**config.mk**
```make
export PLATFORM = sky130hd
export DESIGN_NAME = pif_flags
export DESIGN_NICKNAME = d
export VERILOG_FILES = /design/src/shared/pif_pkg.sv /design/src/core/pif_flags.sv
export SDC_FILE = /design/constraint.sdc
export NUM_CORES = 1
export LEC_CHECK = 0
export ABC_AREA = 1
export BUFFER_PORTS_ARGS = -buffer_cell sky130_fd_sc_hd__buf_2
export CORE_AREA = 5 5 95 97
export DETAILED_ROUTE_END_ITERATION = 12
export DIE_AREA = 0 0 100 102
export PLACE_DENSITY = 0.73
export SLEW_MARGIN = 20
export SYNTH_ARGS = -nofsm -noshare
export SYNTH_HDL_FRONTEND = slang
export SYNTH_SLANG_ARGS = --single-unit
```
**constraint.sdc**
```tcl
create_clock -name sys_clk -period 2.46 [get_ports sys_clk]
set_input_delay 0.615 -clock sys_clk [delete_from_list [all_inputs] [get_ports sys_clk]]
set_output_delay 0.615 -clock sys_clk [all_outputs]
set_load 0.05 [all_outputs]
```
**src/shared/pif_pkg.sv**
```systemverilog
package pif_pkg;
	// register indices; the bus byte address is index times four
	localparam logic [7:0] FLAG_IDX = 8'h95;
	localparam logic [7:0] WAKE_IDX = 8'h96;
	localparam logic [9:0] FLAG_ADDR = {FLAG_IDX, 2'b00};
	localparam logic [9:0] WAKE_ADDR = {WAKE_IDX, 2'b00};
	localparam logic [9:0] CTRL_ADDR = 10'h000;
	localparam logic [9:0] IST_ADDR = 10'h004;
	localparam logic [9:0] IMSK_ADDR = 10'h008;
	// flag bit positions
	localparam int TK_BIT = 5;
	localparam int AD_BIT = 4;
	localparam int EX_BIT = 2;
	localparam int P1_BIT = 1;
	localparam int T3_BIT = 0;
	localparam logic [7:0] FLAG_USED = 8'h37;
	// control register bits
	localparam int CTRL_EXT_EN = 0;
	localparam int CTRL_P1_EN = 1;
	localparam int CTRL_T3_EN = 2;
	// reset values
	localparam logic [7:0] FLAG_RST = 8'h00;
	localparam logic [7:0] WAKE_RST = 8'h00;
	localparam logic [7:0] CTRL_RST = 8'h00;
	localparam logic [4:0] IST_RST = 5'h00;
	localparam logic [4:0] IMSK_RST = 5'h00;
	localparam logic [7:0] P1_RST = 8'hFF;
	localparam logic [31:0] UNMAPPED_DATA = 32'h0000_0000;
endpackage

```
**src/core/pif_flags.sv**
```systemverilog
`timescale 1ns/100ps
// What this block does
// - touch-key done sets flag bit 5
// - write DFh or touch start clears it
// - conversion done sets flag bit 4
// - write EFh or conversion start clears it
// - pin two falling edge sets bit 2 always
// - pin two flag clears on vector or FBh
// - enabled port1 pin change sets bit 1
// - port1 irq enable gates request only
// - port1 flag clears on vector or FDh
// - timer3 period sets flag bit 0
// - timer3 flag clears on vector or FEh
// - per-pin wake enable register at 96h
module pif_flags
	import pif_pkg::*;
(
	input wire logic sys_clk,
	input wire logic rst,
	input wire logic [31:0] wb_adr_i,
	input wire logic [31:0] wb_dat_i,
	input wire logic [3:0] wb_sel_i,
	input wire logic wb_we_i,
	input wire logic wb_cyc_i,
	input wire logic wb_stb_i,
	output logic [31:0] wb_dat_o,
	output logic wb_ack_o,
	input wire logic touch_key_done,
	input wire logic touch_key_start_bit,
	input wire logic conversion_done,
	input wire logic conversion_start_bit,
	input wire logic ext_irq_two_pin,
	input wire logic [7:0] port_one_pins,
	input wire logic third_timer_period,
	input wire logic ack_ext_two,
	input wire logic ack_port_one,
	input wire logic ack_third_timer,
	output logic req_ext_two,
	output logic req_port_one,
	output logic req_third_timer,
	output logic irq
);

	////////////////////////////////////////////////////////////////////
	// pin synchronisers: three stages, change counts when 2nd and 3rd agree
	logic [8:0] sync1, sync2, sync3, stable;
	logic [8:0] next_stable;
	logic primed, next_primed;

	always_comb
	begin
		next_stable = stable;
		for (int i = 0; i < 9; i++)
		begin
			if (sync2[i] == sync3[i])
				next_stable[i] = sync3[i];
		end
		next_primed = 1'b1;
	end

	always_ff @(posedge sys_clk or posedge rst)
	begin
		if (rst)
		begin
			sync1 <= {1'b1, P1_RST};
			sync2 <= {1'b1, P1_RST};
			sync3 <= {1'b1, P1_RST};
			stable <= {1'b1, P1_RST};
			primed <= 1'b0;
		end
		else
		begin
			sync1 <= {ext_irq_two_pin, port_one_pins};
			sync2 <= sync1;
			sync3 <= sync2;
			stable <= next_stable;
			primed <= next_primed;
		end
	end

	////////////////////////////////////////////////////////////////////
	// registers
	logic [7:0] flags, wake_en, ctrl;
	logic [4:0] ist, imsk;
	logic [7:0] next_flags, next_wake_en, next_ctrl;
	logic [4:0] next_ist, next_imsk;
	logic [31:0] next_dat;
	logic next_ack;
	logic [7:0] set_ev, clr_ev;
	logic wr, rd, byte0;
	logic [7:0] wbyte;
	logic [4:0] ev5;

	function automatic logic [4:0] pack5(input logic [7:0] f);
		pack5 = {f[TK_BIT], f[AD_BIT], f[EX_BIT], f[P1_BIT], f[T3_BIT]};
	endfunction

	always_comb
	begin
		wr = wb_cyc_i && wb_stb_i && wb_we_i && !wb_ack_o;
		rd = wb_cyc_i && wb_stb_i && !wb_we_i && !wb_ack_o;
		byte0 = wb_sel_i[0];
		wbyte = wb_dat_i[7:0];
		set_ev = 8'h00;
		set_ev[TK_BIT] = touch_key_done;
		set_ev[AD_BIT] = conversion_done;
		// falling edge seen whatever ext_irq_two_enable holds
		set_ev[EX_BIT] = primed && stable[8] && !next_stable[8];
		// only pins with wake enable count; irq enable not involved
		set_ev[P1_BIT] = primed &&
			|((stable[7:0] ^ next_stable[7:0]) & wake_en);
		set_ev[T3_BIT] = third_timer_period;
		clr_ev = 8'h00;
		clr_ev[TK_BIT] = touch_key_start_bit;
		clr_ev[AD_BIT] = conversion_start_bit;
		clr_ev[EX_BIT] = ack_ext_two;
		clr_ev[P1_BIT] = ack_port_one;
		clr_ev[T3_BIT] = ack_third_timer;
		if (wr && byte0 && wb_adr_i[9:0] == FLAG_ADDR)
			clr_ev = clr_ev | ~wbyte;
		// set beats a clear in the same cycle
		next_flags = ((flags & ~clr_ev) | set_ev) & FLAG_USED;
		next_wake_en = wake_en;
		next_ctrl = ctrl;
		next_imsk = imsk;
		ev5 = pack5(set_ev);
		next_ist = ist | ev5;
		if (wr && byte0)
		begin
			case (wb_adr_i[9:0])
				WAKE_ADDR: next_wake_en = wbyte;
				CTRL_ADDR: next_ctrl = wbyte;
				IMSK_ADDR: next_imsk = wbyte[4:0];
				IST_ADDR: next_ist = (ist & ~wbyte[4:0]) | ev5;
				default: ;
			endcase
		end
		next_ack = wr || rd;
		next_dat = UNMAPPED_DATA;
		if (rd)
		begin
			case (wb_adr_i[9:0])
				FLAG_ADDR: next_dat = {24'h00_0000, flags};
				WAKE_ADDR: next_dat = {24'h00_0000, wake_en};
				CTRL_ADDR: next_dat = {24'h00_0000, ctrl};
				IST_ADDR: next_dat = {27'h000_0000, ist};
				IMSK_ADDR: next_dat = {27'h000_0000, imsk};
				default: next_dat = UNMAPPED_DATA;
			endcase
		end
	end

	always_ff @(posedge sys_clk or posedge rst)
	begin
		if (rst)
		begin
			flags <= FLAG_RST;
			wake_en <= WAKE_RST;
			ctrl <= CTRL_RST;
			ist <= IST_RST;
			imsk <= IMSK_RST;
			wb_ack_o <= 1'b0;
			wb_dat_o <= UNMAPPED_DATA;
			req_ext_two <= 1'b0;
			req_port_one <= 1'b0;
			req_third_timer <= 1'b0;
			irq <= 1'b0;
		end
		else
		begin
			flags <= next_flags;
			wake_en <= next_wake_en;
			ctrl <= next_ctrl;
			ist <= next_ist;
			imsk <= next_imsk;
			wb_ack_o <= next_ack;
			wb_dat_o <= next_dat;
			req_ext_two <= next_flags[EX_BIT] && next_ctrl[CTRL_EXT_EN];
			// enable gates only the request, never the flag
			req_port_one <= next_flags[P1_BIT] && next_ctrl[CTRL_P1_EN];
			req_third_timer <= next_flags[T3_BIT] && next_ctrl[CTRL_T3_EN];
			irq <= |(next_ist & next_imsk);
		end
	end

	////////////////////////////////////////////////////////////////////
	// checks
	logic flag_wr;
	assign flag_wr = wr && byte0 && wb_adr_i[9:0] == FLAG_ADDR;

	a_tk_set: assert property (@(posedge sys_clk) disable iff (rst)
		touch_key_done |=> flags[TK_BIT])
		else $error("touch flag not set");
	a_tk_clear: assert property (@(posedge sys_clk) disable iff (rst)
		touch_key_start_bit && !touch_key_done |=> !flags[TK_BIT])
		else $error("touch flag not cleared");
	a_ad_set: assert property (@(posedge sys_clk) disable iff (rst)
		conversion_done |=> flags[AD_BIT])
		else $error("conversion flag not set");
	a_ad_clear: assert property (@(posedge sys_clk) disable iff (rst)
		conversion_start_bit && !conversion_done |=> !flags[AD_BIT])
		else $error("conversion flag not cleared");
	a_ex_edge: assert property (@(posedge sys_clk) disable iff (rst)
		primed && stable[8] && sync2[8] == 1'b0 && sync3[8] == 1'b0
		|=> flags[EX_BIT])
		else $error("edge flag missed");
	a_ex_ack: assert property (@(posedge sys_clk) disable iff (rst)
		ack_ext_two && !set_ev[EX_BIT] |=> !flags[EX_BIT])
		else $error("edge flag kept after vector");
	a_p1_mask: assert property (@(posedge sys_clk) disable iff (rst)
		!flags[P1_BIT] && wake_en == 8'h00 && !ack_port_one
		|=> !flags[P1_BIT])
		else $error("disabled pin set change flag");
	a_p1_req: assert property (@(posedge sys_clk) disable iff (rst)
		!ctrl[CTRL_P1_EN] && !next_ctrl[CTRL_P1_EN] |=> !req_port_one)
		else $error("request without enable");
	a_p1_ack: assert property (@(posedge sys_clk) disable iff (rst)
		ack_port_one && !set_ev[P1_BIT] |=> !flags[P1_BIT])
		else $error("change flag kept after vector");
	a_t3_set: assert property (@(posedge sys_clk) disable iff (rst)
		third_timer_period |=> flags[T3_BIT])
		else $error("timer flag not set");
	a_t3_ack: assert property (@(posedge sys_clk) disable iff (rst)
		ack_third_timer && !third_timer_period |=> !flags[T3_BIT])
		else $error("timer flag kept after vector");
	a_wake_wr: assert property (@(posedge sys_clk) disable iff (rst)
		wr && byte0 && wb_adr_i[9:0] == WAKE_ADDR |=>
		wake_en == $past(wb_dat_i[7:0]))
		else $error("wake enable not stored");
	a_wr_keep: assert property (@(posedge sys_clk) disable iff (rst)
		flag_wr && wbyte[T3_BIT] && flags[T3_BIT] && !ack_third_timer
		|=> flags[T3_BIT])
		else $error("written one cleared a flag");
	a_ack_once: assert property (@(posedge sys_clk) disable iff (rst)
		wb_ack_o |=> !wb_ack_o)
		else $error("ack held two cycles");

	////////////////////////////////////////////////////////////////////
	// bus, request gating, rising edge, software clears and wake enable hold
	a_ack_take: assert property (@(posedge sys_clk) disable iff (rst)
		wb_cyc_i && wb_stb_i && !wb_ack_o |=> wb_ack_o)
		else $error("request not acked");
	a_ack_idle: assert property (@(posedge sys_clk) disable iff (rst)
		!(wb_cyc_i && wb_stb_i) |=> !wb_ack_o)
		else $error("ack without request");
	a_dat_idle: assert property (@(posedge sys_clk) disable iff (rst)
		!wb_ack_o |-> wb_dat_o == UNMAPPED_DATA)
		else $error("read data outside ack");
	a_ex_free: assert property (@(posedge sys_clk) disable iff (rst)
		set_ev[EX_BIT] && !ctrl[CTRL_EXT_EN] |=> flags[EX_BIT])
		else $error("edge flag needs enable");
	a_ex_rise: assert property (@(posedge sys_clk) disable iff (rst)
		primed && !stable[8] && sync2[8] && sync3[8] && !flags[EX_BIT]
		|=> !flags[EX_BIT])
		else $error("rising edge set flag");
	a_p1_free: assert property (@(posedge sys_clk) disable iff (rst)
		set_ev[P1_BIT] && !ctrl[CTRL_P1_EN] |=> flags[P1_BIT])
		else $error("change flag needs enable");
	a_p1_gate: assert property (@(posedge sys_clk) disable iff (rst)
		req_port_one |-> flags[P1_BIT] && ctrl[CTRL_P1_EN])
		else $error("change request ungated");
	a_ext_gate: assert property (@(posedge sys_clk) disable iff (rst)
		req_ext_two |-> flags[EX_BIT] && ctrl[CTRL_EXT_EN])
		else $error("edge request ungated");
	a_t3_gate: assert property (@(posedge sys_clk) disable iff (rst)
		req_third_timer |-> flags[T3_BIT] && ctrl[CTRL_T3_EN])
		else $error("timer request ungated");
	a_tk_wr: assert property (@(posedge sys_clk) disable iff (rst)
		flag_wr && !wbyte[TK_BIT] && !touch_key_done
		|=> !flags[TK_BIT])
		else $error("touch flag kept after write");
	a_ad_wr: assert property (@(posedge sys_clk) disable iff (rst)
		flag_wr && !wbyte[AD_BIT] && !conversion_done
		|=> !flags[AD_BIT])
		else $error("conversion flag kept after write");
	a_ex_wr: assert property (@(posedge sys_clk) disable iff (rst)
		flag_wr && !wbyte[EX_BIT] && !set_ev[EX_BIT]
		|=> !flags[EX_BIT])
		else $error("edge flag kept after write");
	a_p1_wr: assert property (@(posedge sys_clk) disable iff (rst)
		flag_wr && !wbyte[P1_BIT] && !set_ev[P1_BIT]
		|=> !flags[P1_BIT])
		else $error("change flag kept after write");
	a_t3_wr: assert property (@(posedge sys_clk) disable iff (rst)
		flag_wr && !wbyte[T3_BIT] && !third_timer_period
		|=> !flags[T3_BIT])
		else $error("timer flag kept after write");
	a_ist_w1c: assert property (@(posedge sys_clk) disable iff (rst)
		wr && byte0 && wb_adr_i[9:0] == IST_ADDR && wbyte[T3_BIT]
		&& !third_timer_period |=> !ist[0])
		else $error("status bit kept after write one");
	a_wake_keep: assert property (@(posedge sys_clk) disable iff (rst)
		!(wr && byte0 && wb_adr_i[9:0] == WAKE_ADDR)
		|=> $stable(wake_en))
		else $error("wake enable changed without write");

	c_tk: cover property (@(posedge sys_clk) disable iff (rst)
		touch_key_done ##1 flag_wr);
	c_edge: cover property (@(posedge sys_clk) disable iff (rst)
		set_ev[EX_BIT] ##[1:20] ack_ext_two);
	c_p1: cover property (@(posedge sys_clk) disable iff (rst)
		set_ev[P1_BIT] && clr_ev[P1_BIT]);
	c_irq: cover property (@(posedge sys_clk) disable iff (rst)
		irq ##[1:20] !irq);
	c_t3_vec: cover property (@(posedge sys_clk) disable iff (rst)
		req_third_timer ##[1:8] ack_third_timer);

endmodule

```
# After elaboration in Yosys (flattened, before gate mapping)
# Index checks and enable logic that the tools add are counted.
# W data, S select, Z words.
# totals
regBits	105
latch_bits	0
mem_bits_rw	0
romBits	0
input_bits	90
out_inout_bits	37
wordCells	82
memories	0
# op_classes
n_addsub	0
n_mul	0
div	0
n_lt_le_gt_ge	0
eq_ne	13
shift	0
muxes	18
bitwise_logic	12
reduce_logical	22
# op_table
op	n
$pmux W8 S5	1
$eq A10 B10 Y1 const B	2
$mux W5	4
$logic_and A1 B1 Y1	13
$not A6 Y6	2
$or A6 B6 Y6	2
$and A5 B5 Y5	2
$eq A10 B3 Y1 const B	1
$eq A10 B4 Y1 const B	1
$logic_not A10 Y1	1
$or A5 B5 Y5	2
$eq A1 B1 Y1	9
$mux W1	9
$and A8 B8 Y8	1
$mux W8	1
$reduce_or A8 Y1	1
$xor A8 B8 Y8	1
$and A6 B6 Y6	1
$mux W3	2
$mux W6	1
$not A5 Y5	1
$reduce_or A5 Y1	1
$reduce_and A2 Y1	2
$logic_not A1 Y1	3
$logic_or A1 B1 Y1	1

# Logic depth before layout (Yosys ltp)
# Gate-level depths: netlist of the first run.
# logic_depth
depth_word	11
ltp_mapped	11
ltp_nobuf	10

# Least setup slack after synthesis of the first run
# OpenSTA, ideal clock, no wires.
# synth_timing
kind	register -> register
start	register wb_ack_o
end	register irq
setup_time_ns	0.119
arrival_time_ns	1.558
t_required_ns	2.341
slack_ns	0.784
path_stages_with_launch	10
n_path_buf	0
synth_period_minus_slack_ns	1.676
path_cell_list	dfrtp_1 -> nand3b_2 -> nor2_8 -> nand2_4 -> nand2_1 -> o21ai_2 -> nand2_1 -> nand2_1 -> nor2_1 -> nand2_1
# synth_via
elab_chain_cells	6
word_cells_on_any_way	7
classes_between	2 x mux; 1 x bitwise; 4 x reduce/logical
# synth_lines
item	line	source
start, declared	pif_flags.sv:27	output logic wb_ack_o,
start signal, assigned	pif_flags.sv:176	wb_ack_o <= next_ack;
$logic_not A1 Y1	pif_flags.sv:100	wr = wb_cyc_i && wb_stb_i && wb_we_i && !wb_ack_o;
$logic_and A1 B1 Y1	pif_flags.sv:100	
$logic_and A1 B1 Y1	--	
$mux W5	pif_flags.sv:128	if (wr && byte0)
net next_imsk[2]	pif_flags.sv:86	logic [4:0] next_ist, next_imsk;
$and A5 B5 Y5	pif_flags.sv:182	irq <= |(next_ist & next_imsk);
$reduce_or A5 Y1	pif_flags.sv:182	
end signal, assigned	pif_flags.sv:182	
end, declared	pif_flags.sv:41	output logic irq
# The timed path passes the listed nets, and every way through them passes these cells.
# A chain may end at the register's enable or synchronous reset.

# Final worst setup path of the first run
# layout_timing
start	input wb_adr_i[5]
end	register irq
# layout_via
elab_chain_cells	5
word_cells_on_any_way	8
classes_between	2 x eq/ne; 4 x mux; 1 x bitwise; 1 x reduce/logical
# layout_lines
item	line	source
start, declared	pif_flags.sv:20	input wire logic [31:0] wb_adr_i,
$eq A10 B3 Y1	pif_flags.sv:130	case (wb_adr_i[9:0])
$mux W5	pif_flags.sv:130	
$mux W5	pif_flags.sv:128	
net next_ist[3]	pif_flags.sv:86	
$and A5 B5 Y5	pif_flags.sv:182	
$reduce_or A5 Y1	pif_flags.sv:182	
# The timed path passes the listed nets, and every way through them passes these cells.

==> results.sh, run 1 <==
export IMPL_min_period_ns=1.63
export IMPL_ioPinCount=127
export IMPL_drc=0
export IMPL_buffer_ports_inserted=53
export IMPL_cts_root_buffer="clkbuf_8"
export IMPL_setup_worst_path_end_class="register"
export IMPL_cts_made_buffers=9
export IMPL_final_min_period_over_clock_period_pct=66.1
export IMPL_drv_cap=0
export IMPL_grt_pass1_wl_mm=10.7
export IMPL_grt_overflow_total=0
export IMPL_detailed_placement_wirelength_estimate_mm=4.71
export IMPL_routed_via_count=2345
export IMPL_finClkSkew_ns=0.0116
export IMPL_launch_point_of_the_worst_path="wb_adr_i[5]"
export IMPL_timing_critical_path_required_ns=2.69
export IMPL_post_synth_inst_count=338
export IMPL_synth_cell_area_um2=3560
export IMPL_vdd_ir_drop_max_uv=262
export IMPL_place_area_um2=3870
export IMPL_synth_avg_cell_area_um2=10.5
export IMPL_worst_min_path_class="reg -> reg"
export IMPL_grtUsageTotal_pct=13.4
export IMPL_met1_usage_pct=18.1
export IMPL_slew_violations=0
export IMPL_dieWidth_um=100
export IMPL_worst_hold_startpoint="sync1[5]"
export IMPL_leakagePower_nw=1.98
export IMPL_met3_usage_in_global_routing_pct=3.41
export IMPL_timing_setup_tns_ns=0
export IMPL_ys_types=32
export IMPL_first_global_vias=2318
export IMPL_synth_top_cell_by_area="dfrtp_1"
export IMPL_floorplan_die_height_um=102
export IMPL_crit_path_top_delay_cell="nor2_4"
export IMPL_synth_largest_type_area_fraction_pct=31.6
export IMPL_power_density_nw_per_um2=658
export IMPL_cts_tree="yes"
export IMPL_finalNetCount=490
export IMPL_cts_num_sinks=81
export IMPL_design_core_area_um2=8050
export IMPL_ys_warnings_count=0
export IMPL_cts_max_path_buffers=2
export IMPL_rr_startpoint="wb_ack_o"
export IMPL_antenna_found_initial=0
export IMPL_fmax_ghz=0.615
export IMPL_placementRows=33
export IMPL_detail_route_iter0_violations=105
export IMPL_design_die_area_um2=10200
export IMPL_ant_nets=0
export IMPL_drt_total_wl_mm=6.44
export IMPL_top_usage_layer="met2"
export IMPL_cts_max_level=3
export IMPL_clock_pin_slew_on_the_worst_setup_and_hold_paths_ns=0.08
export IMPL_crit_arrival_ns=1.85
export IMPL_worstSkewPairLatency_ns=0.34
export IMPL_first_pass_iters=4
export IMPL_synth_seq_cells=81
export IMPL_ctsResizeCount=0
export IMPL_timing_final_setup_violations=0
export IMPL_use_met2_pct=20.3
export IMPL_cts_post_setup_buffers_inserted=0
export IMPL_layout_drive_gt1_share_pct=36.8
export IMPL_final_hold_violation_count=0
export IMPL_wl_per_cell_um=12.6
export IMPL_globalplace_congestion=0.849
export IMPL_status="finished, final reports clean"
export IMPL_seq_area_frac_synth_pct=58.2
export IMPL_hold_worst_slack_ns=0.351
export IMPL_timing_critical_path_fanout_max=11
export IMPL_worstSetupStartpointType="primary input"
export IMPL_crit_top_cell="nand2_1"
export IMPL_vias_per_cell=4.60
export IMPL_synth_top_cells_by_area="dfrtp_1 32%, dfstp_2 27%, nand2_1 7.3%, buf_4 5.1%, inv_1 3.5%"
export IMPL_crit_chain="buf_2 -> nor2_2 -> nand3_4 -> nor2_4 -> nand3_1 -> nand2_1 -> nand2_1 -> nand2_1 -> nand2_1 -> nor2_1 -> nand2_1"
export IMPL_delay_of_the_slowest_critical_path_stage_ns=0.31
export IMPL_grt_max_degree=82
export IMPL_grt_setup_unrepaired="false"
export IMPL_finish_instance_area_um2=4080
export IMPL_initial_utilization_pct=44.2
export IMPL_timing_worst_setup_path_type="in -> reg"
export IMPL_antenna_cells=0
export IMPL_syn2layout_area_growth_pct=14.6
export IMPL_post_cts_hold_buffer_count=0
## cell usage after synthesis, drive strengths merged
cell	count
nand3	18
buf	27
inv	33
a22oi	4
o211ai	2
dfrtp	45
nor2	27
a21o	6
nand3b	1
conb	2
nor3	1
nand4	2
o21ai	35
a22o	1
a21oi	14
dfstp	36
nand2	77
maj3	6
and3	1
## cell usage in the layout, fill, tap and decap left out, drive strengths merged
cell / instances
a22o: 1
nand2: 77
o211ai: 2
dfrtp: 45
and3: 1
nand3b: 1
inv: 34
a22oi: 4
clkinvlp: 1
o21ai: 35
conb: 25
nand3: 18
a21o: 6
bufinv: 1
maj3: 6
a21oi: 14
clkbuf: 13
nor3: 1
buf: 55
nand4: 2
dfstp: 36
nor2: 27
## final timing paths
path / to / slack, ns / cells after the start
min in group asynchronous: ctrl[3] / 0.38 / 3
min: sync2[5] / 0.35 / 0
max in group asynchronous: sync3[6] / 1.71 / 3
max: irq / 0.83 / 11
max reg2reg: req_third_timer / 0.84 / 5
min reg2reg: sync2[5] / 0.35 / 0
## metal layers
metal  vias up  wire length [um]
met4         0               140
li1       1170                 -
met1      1092              2910
met2        70              2940
met5         -                 0
met3        13               445
## report_power, final
part           leakage, nW  switching, W  internal, W
Sequential           0.948     0.0000290      0.00141
Clock                0.111      0.000446     0.000557
Combinational        0.925      0.000181    0.0000607
## through the flow
step	worst slack (ns)	power [W]	util [%]	std cells
floorplan	0.784	0.00166	-	361
global placement	0.470	0.00170	48.0	494
detailed placement	0.458	0.00171	48.0	494
CTS	0.795	0.00272	50.7	510
global route	0.706	0.00280	50.7	510
finish	0.833	0.00268	50.7	510
## registers in the layout (all words and copies together), names as in the netlist
register	cells
stable	9
sync1	9
sync2	9
sync3	9
ctrl	8
wake_en	8
wb_dat_o	8
flags	5
imsk	5
ist	5
irq	1
primed	1
req_ext_two	1
req_port_one	1
req_third_timer	1
wb_ack_o	1
## worst max-delay path, delay by kind of cell
family        cells  cell delay [ns]
buf+inv           1             0.10
simple gates     10             1.14
## cell type report
class,instances,area (um2)
Inverter,33,128
Clock inverter,3,45.0
Fill cell,746,3970
Multi-Input combinational cell,220,1240
Timing Repair Buffer,55,293
Sequential cell,81,2070
Clock buffer,13,169
Tap cell,105,131
## logic make-up after synthesis
kind of cell               synth area share [%]
buffers and inverters                      9.31
adders and majority gates                  1.69
AOI/OAI and AO/OA                          11.1
other                                     0.211
and+or+nand+nor                            19.5
DFF                                        58.2
Note: power is estimated with default switching activity, not from simulation.
==> inputs of run 2 (changes only) <==
- ABC_AREA: 1 -> 0
- CORE_AREA: 5 5 95 97 -> 5 5 89 91
- DIE_AREA: 0 0 100 102 -> 0 0 94 96
- PLACE_DENSITY: 0.73 -> 0.76
- clock period: 2.46 -> 1.6 ns (I/O delays scaled with it)
==> run 2 against run 1 <==
Net effect: the flow now finishes with violations (negative setup slack); flip-flop and latch count is the same; clock skew is 0.00091 ns higher; critical path depth down 4; combinational power up 79%; non-clock buffer count increased by 57; global-route usage up 4.7 points; sequential share of layout area decreased by 6.2 points; first-iteration DRC count is 91% higher; clock power grew 81%; final cell count fell by 4.3%; hold slack worse by 0.20 ns; core utilization up 15 points.
==> results.sh, run 2 <==
export IMPL_antenna_cells=0
export IMPL_dominantRegCellSynth="dfrtp_1"
export IMPL_slew_violations=0
export IMPL_rr_startpoint="sync3[2]"
export IMPL_place_area_um2=4030
export IMPL_buffer_ports_inserted=53
export IMPL_seq_area_frac_synth_pct=61.9
export IMPL_layout_cells_most_common="buf_2"
export IMPL_drc=0
export IMPL_post_cts_hold_buffer_count=0
export IMPL_met3_wirelength_from_detailed_routing_um=485
export IMPL_status="complete, but fails checks"
export IMPL_timing_worst_setup_path_type="in -> reg"
export IMPL_cts_made_buffers=9
export IMPL_clock_pin_slew_on_the_worst_setup_and_hold_paths_ns=0.08
export IMPL_grtUsageTotal_pct=18.1
export IMPL_worstSetupStartpointType="primary input"
export IMPL_drt_total_wl_mm=7.91
export IMPL_finalPower_w=0.00445
export IMPL_drv_cap=0
export IMPL_syn2layout_area_growth_pct=38.8
export IMPL_grt_setup_unrepaired="true"
export IMPL_cts_max_level=3
export IMPL_synth_top_cell_by_area="dfrtp_1"
export IMPL_first_pass_iters=4
export IMPL_setup_worst_path_end_class="register"
export IMPL_finClkSkew_ns=0.0125
export IMPL_synth_top_cells_by_count="45 x dfrtp_1, 36 x dfstp_2, 24 x buf_4"
export IMPL_met2WireLength_mm=4.11
export IMPL_cts_tree="yes"
export IMPL_synth_avg_cell_area_um2=12.7
export IMPL_instances_no_fill=488
export IMPL_power_density_nw_per_um2=957
export IMPL_cts_num_sinks=81
export IMPL_synthMostInstantiatedCell="dfrtp_1"
export IMPL_synth_top_cells_by_area="dfrtp_1 34%, dfstp_2 28%, buf_4 5.4%, mux2_2 5.0%, o21ai_0 3.4%"
export IMPL_timing_critical_path_fanout_max=7
export IMPL_fmax_ghz=0.524
export IMPL_first_global_vias=2493
export IMPL_routed_via_count=2455
export IMPL_top_layer="met4"
export IMPL_layout_common_cells="49 x buf_2, 45 x dfrtp_1, 40 x buf_4"
export IMPL_layout_drive_gt1_share_pct=58.6
export IMPL_synth_largest_type_area_fraction_pct=33.6
export IMPL_worst_hold_startpoint="port_one_pins[4]"
export IMPL_detailed_placement_wirelength_estimate_mm=5.20
export IMPL_reg2reg_setup_slack_ns=-0.28
export IMPL_cts_root_buffer="clkbuf_8"
export IMPL_timing_final_ws_setup_ns=-0.307
export IMPL_vdd_ir_drop_max_uv=988
export IMPL_launch_point_of_the_worst_path="wb_adr_i[9]"
export IMPL_vias_per_cell=5.03
export IMPL_final_hold_violation_count=0
export IMPL_design_die_area_um2=9020
export IMPL_grt_max_degree=82
export IMPL_worstSkewPairLatency_ns=0.35
export IMPL_synth_seq_cells=81
export IMPL_wl_per_cell_um=16.2
export IMPL_synth_enable_flop_cells=0
export IMPL_synth_async_sr_flop_share_pct=100
export IMPL_dieWidth_um=94
export IMPL_reg2reg_end="irq"
export IMPL_grt_pass1_wl_mm=12.4
export IMPL_placed_cells_incl_taps=462
export IMPL_layout_utilization_pct=65.8
export IMPL_timing_final_setup_violations=34
export IMPL_initial_utilization_pct=47.4
export IMPL_critical_path_endpoint="req_port_one"
export IMPL_finish_instance_area_um2=4650
export IMPL_grt_overflow_total=0
export IMPL_worst_min_path_class="in -> reg"
export IMPL_floorplan_die_height_um=96
export IMPL_ant_nets=0
export IMPL_leakagePower_nw=2.22
export IMPL_min_period_ns=1.91
export IMPL_crit_arrival_ns=2.15
export IMPL_placementRows=31
export IMPL_synth_cell_area_um2=3350
export IMPL_design_core_area_um2=7060
export IMPL_detail_route_iter0_violations=201
export IMPL_cts_max_path_buffers=2
export IMPL_timing_critical_path_required_ns=1.84
export IMPL_globalplace_congestion=0.929
export IMPL_ioPinCount=127
export IMPL_worstRegToRegCells=6
export IMPL_final_min_period_over_clock_period_pct=119
export IMPL_route_layer_met1_wl_mm=3.09
export IMPL_post_synth_inst_count=264
export IMPL_violated_checks="negative setup slack"
export IMPL_antenna_found_initial=0
export IMPL_finalNetCount=474
export IMPL_ys_types=40
export IMPL_ys_warnings_count=0
==> run 2: worst max-delay path, cell delays in order <==
cell     delay (ns)
buf_6          0.09
or3_4          0.38
or2_4          0.28
nor4b_4        0.25
and2_4         0.28
mux2_4         0.32
and2_4         0.15
==> run 2: how the worst min path moves through the flow <==
stage | end | slack (ns) | cells past startpoint
CTS | sync1[1] | 0.13 | 1
global placement | sync2[4] | 0.35 | 0
global route | sync1[4] | 0.11 | 1
detailed placement | sync2[4] | 0.35 | 0
finish | sync1[4] | 0.15 | 1
floorplan | sync2[0] | 0.35 | 0
==> run 2: per-stage QoR <==
stage	hold slack, ns	setup slack (ns)	TNS (ns)
2_1_floorplan	0.345	-0.794	-16.42
3_3_place_gp	0.345	-0.781	-21.73
3_5_place_dp	0.347	-0.823	-22.54
4_1_cts	0.125	-0.294	-3.73
5_1_grt	0.115	-0.336	-5.60
6_report	0.148	-0.307	-4.90
==> run 2: metal layers <==
metal / vias up / global-route usage, %
met1: 1213 / 21.7
li1: 1134 / -
met3: 20 / 4.85
met4: 0 / 7.94
met5: - / 0
met2: 88 / 30.9
==> run 2: kinds of logic after synthesis <==
family / share of synthesized area, %
other: 0.224
adders and majority gates: 0.299
and+or+nand+nor: 12.8
muxes: 7.29
DFF: 61.9
buffers and inverters: 6.73
AOI/OAI and AO/OA: 10.8
==> run 2: area by class of cell <==
type	instances	area [um2]
clock buffers	10	138
clock inverters	6	114
fillers	529	2410
inverters	6	26.3
multi-input cells	174	1360
flip-flops and latches	81	2070
well taps	99	124
repair buffers	112	813
==> run 2: repair_timing <==
action / CTS / global route
setup endpoints to repair: 42 / 38
resized for setup: 57 / 25
buffers inserted: 11 / 3
pin swaps: 20 / 19
endpoints found under the hold margin: 0 / 0
==> run 2: power by group <==
part / leakage [nW] / total [W] / internal [W] / switching [W]
clock: 0.119 / 0.00181 / 0.00108 / 0.000724
sequential: 0.968 / 0.00220 / 0.00216 / 0.0000396
combinational: 1.14 / 0.000434 / 0.000154 / 0.000280
total: 2.22 / 0.00445 / 0.00340 / 0.00104
==> inputs of run 3 (changes only) <==
- CELL_PAD_IN_SITES_DETAIL_PLACEMENT: default -> 1
- CELL_PAD_IN_SITES_GLOBAL_PLACEMENT: default -> 1
- CORE_AREA: 5 5 89 91 -> 5 5 100 102
- DIE_AREA: 0 0 94 96 -> 0 0 105 107
- PLACE_DENSITY: 0.76 -> 0.77
- TNS_END_PERCENT: default -> 30
==> run 3 against run 2 <==
Net effect: the flow still finishes with violations (negative setup slack); critical path depth grew 2; critical path type unchanged; core utilization fell by 15 points; critical endpoint is now irq; hold slack worse by 0.017 ns; clock power fell by 21%.
==> results.sh, run 3 (synthesized netlist as in run 2, its figures left out) <==
export IMPL_ioPinCount=127
export IMPL_worst_min_path_class="in -> reg"
export IMPL_drv_cap=0
export IMPL_placed_cells_incl_taps=475
export IMPL_worstSkewPairLatency_ns=0.36
export IMPL_cts_max_path_buffers=2
export IMPL_post_cts_hold_buffer_count=0
export IMPL_grt_pass1_wl_mm=13.9
export IMPL_vdd_ir_drop_max_uv=381
export IMPL_cts_root_buffer="clkbuf_8"
export IMPL_reg2reg_setup_slack_ns=-0.34
export IMPL_min_to="sync1[3]"
export IMPL_timing_critical_path_fanout_max=5
export IMPL_placementRows=35
export IMPL_cts_num_sinks=81
export IMPL_hold_depth=1
export IMPL_share_comb_of_total_power_pct=10.7
export IMPL_routed_via_count=2440
export IMPL_wl_per_cell_um=18.2
export IMPL_timing_final_ws_setup_ns=-0.379
export IMPL_drc=0
export IMPL_final_min_period_over_clock_period_pct=124
export IMPL_slew_violations=0
export IMPL_timing_critical_path_required_ns=1.83
export IMPL_reg2reg_end="irq"
export IMPL_clock_pin_slew_on_the_worst_setup_and_hold_paths_ns=0.09
export IMPL_antenna_found_initial=0
export IMPL_setup_worst_path_end_class="register"
export IMPL_crit_arrival_ns=2.20
export IMPL_finalNetCount=472
export IMPL_vias_per_cell=4.90
export IMPL_buffer_ports_inserted=53
export IMPL_fmax_ghz=0.505
export IMPL_switching_share_pct=26.7
export IMPL_floorplan_die_height_um=107
export IMPL_design_die_area_um2=11200
export IMPL_instances_no_fill=498
export IMPL_cts_tree="yes"
export IMPL_worstSetupStartpointType="primary input"
export IMPL_layout_drive_gt1_share_pct=58.9
export IMPL_antenna_cells=0
export IMPL_detail_route_iter0_violations=111
export IMPL_power_report_internal_total_w=0.00298
export IMPL_finClkSkew_ns=0.0175
export IMPL_cts_made_buffers=9
export IMPL_grt_setup_unrepaired="true"
export IMPL_timing_worst_setup_path_type="in -> reg"
export IMPL_drt_total_wl_mm=9.05
export IMPL_hold_worst_slack_ns=0.131
export IMPL_final_hold_violation_count=0
export IMPL_globalplace_congestion=0.788
export IMPL_worst_hold_startpoint="port_one_pins[3]"
export IMPL_layout_common_cells="49 x buf_2, 45 x dfrtp_1, 41 x buf_4"
export IMPL_first_global_vias=2682
export IMPL_finalPower_w=0.00407
export IMPL_rr_startpoint="stable[0]"
export IMPL_cts_max_level=3
export IMPL_status="complete, but fails checks"
export IMPL_first_pass_iters=4
export IMPL_min_period_ns=1.98
export IMPL_violated_checks="negative setup slack"
export IMPL_grtUsageTotal_pct=15.8
export IMPL_detailed_placement_wirelength_estimate_mm=6.10
export IMPL_syn2layout_area_growth_pct=36.8
export IMPL_initial_utilization_pct=37.1
export IMPL_design_core_area_um2=9020
export IMPL_launch_point_of_the_worst_path="wb_adr_i[5]"
export IMPL_leakagePower_nw=2.17
export IMPL_power_density_nw_per_um2=889
export IMPL_ant_nets=0
export IMPL_grt_max_degree=29
export IMPL_dieWidth_um=105
export IMPL_worstRegToRegCells=7
export IMPL_power_share_clock_pct=35.1
export IMPL_timing_final_setup_violations=28
export IMPL_power_switching_w=0.00109
export IMPL_seq_power_share_pct=54.2
export IMPL_layout_cells_most_common="buf_2"
export IMPL_grt_overflow_total=0
-- run 3: layout make-up --
type / count / area (um2)
clock buffer: 11 / 153
clock inverter: 5 / 36.3
timing repair buffer: 110 / 817
tap: 111 / 139
inverter: 6 / 26.3
multi-input combinational: 174 / 1340
sequential: 81 / 2070
fill: 950 / 4440
-- run 3: per-layer routing --
layer / track usage, % / vias up / wire, um
met2: 27.8 / 78 / 4790
met3: 3.67 / 16 / 538
met4: 5.48 / 0 / 163
met1: 18.9 / 1220 / 3560
li1: - / 1126 / -
met5: 0 / - / 0
-- run 3: what timing repair did --
item	4_1_cts	5_1_grt
pin swaps	10	16
setup endpoints to repair	42	39
setup buffers	4	4
gates resized for setup	56	26
-- run 3: critical path, stage by stage --
cell and delay (ns):
buf_6 0.09, or3_4 0.38, or2_4 0.28, buf_6 0.14
nor3_4 0.14, buf_6 0.16, mux2i_2 0.28, o32a_1 0.23
o2111ai_1 0.11
-- run 3: worst max-delay path by stage --
stage,slack [ns],to,cells after the start
after floorplan,-0.80,req_third_timer,8
after global placement,-0.81,ist[1],8
after detailed placement,-0.87,irq,7
after CTS,-0.30,ist[1],8
after global routing,-0.42,irq,7
final,-0.38,irq,9
-- run 3: metrics by stage --
step | TNS (ns) | cell area, um2 | setup WS, ns | util, %
after global routing | -5.55 | 4580 | -0.420 | 50.8
after CTS | -4.04 | 4460 | -0.300 | 49.4
after detailed placement | -24.67 | 4070 | -0.868 | 45.1
after global placement | -23.73 | 4070 | -0.814 | 45.1
after floorplan | -18.31 | 3440 | -0.798 | -
final | -4.78 | 4580 | -0.379 | 50.8
-- run 3: power groups by stage --
stage          logic [W]  registers [W]  clock network [W]
2_1_floorplan   0.000276        0.00224                  0
3_3_place_gp    0.000378        0.00223                  0
3_5_place_dp    0.000388        0.00224                  0
4_1_cts         0.000422        0.00221            0.00147
5_1_grt         0.000472        0.00222            0.00156
6_report        0.000435        0.00221            0.00143
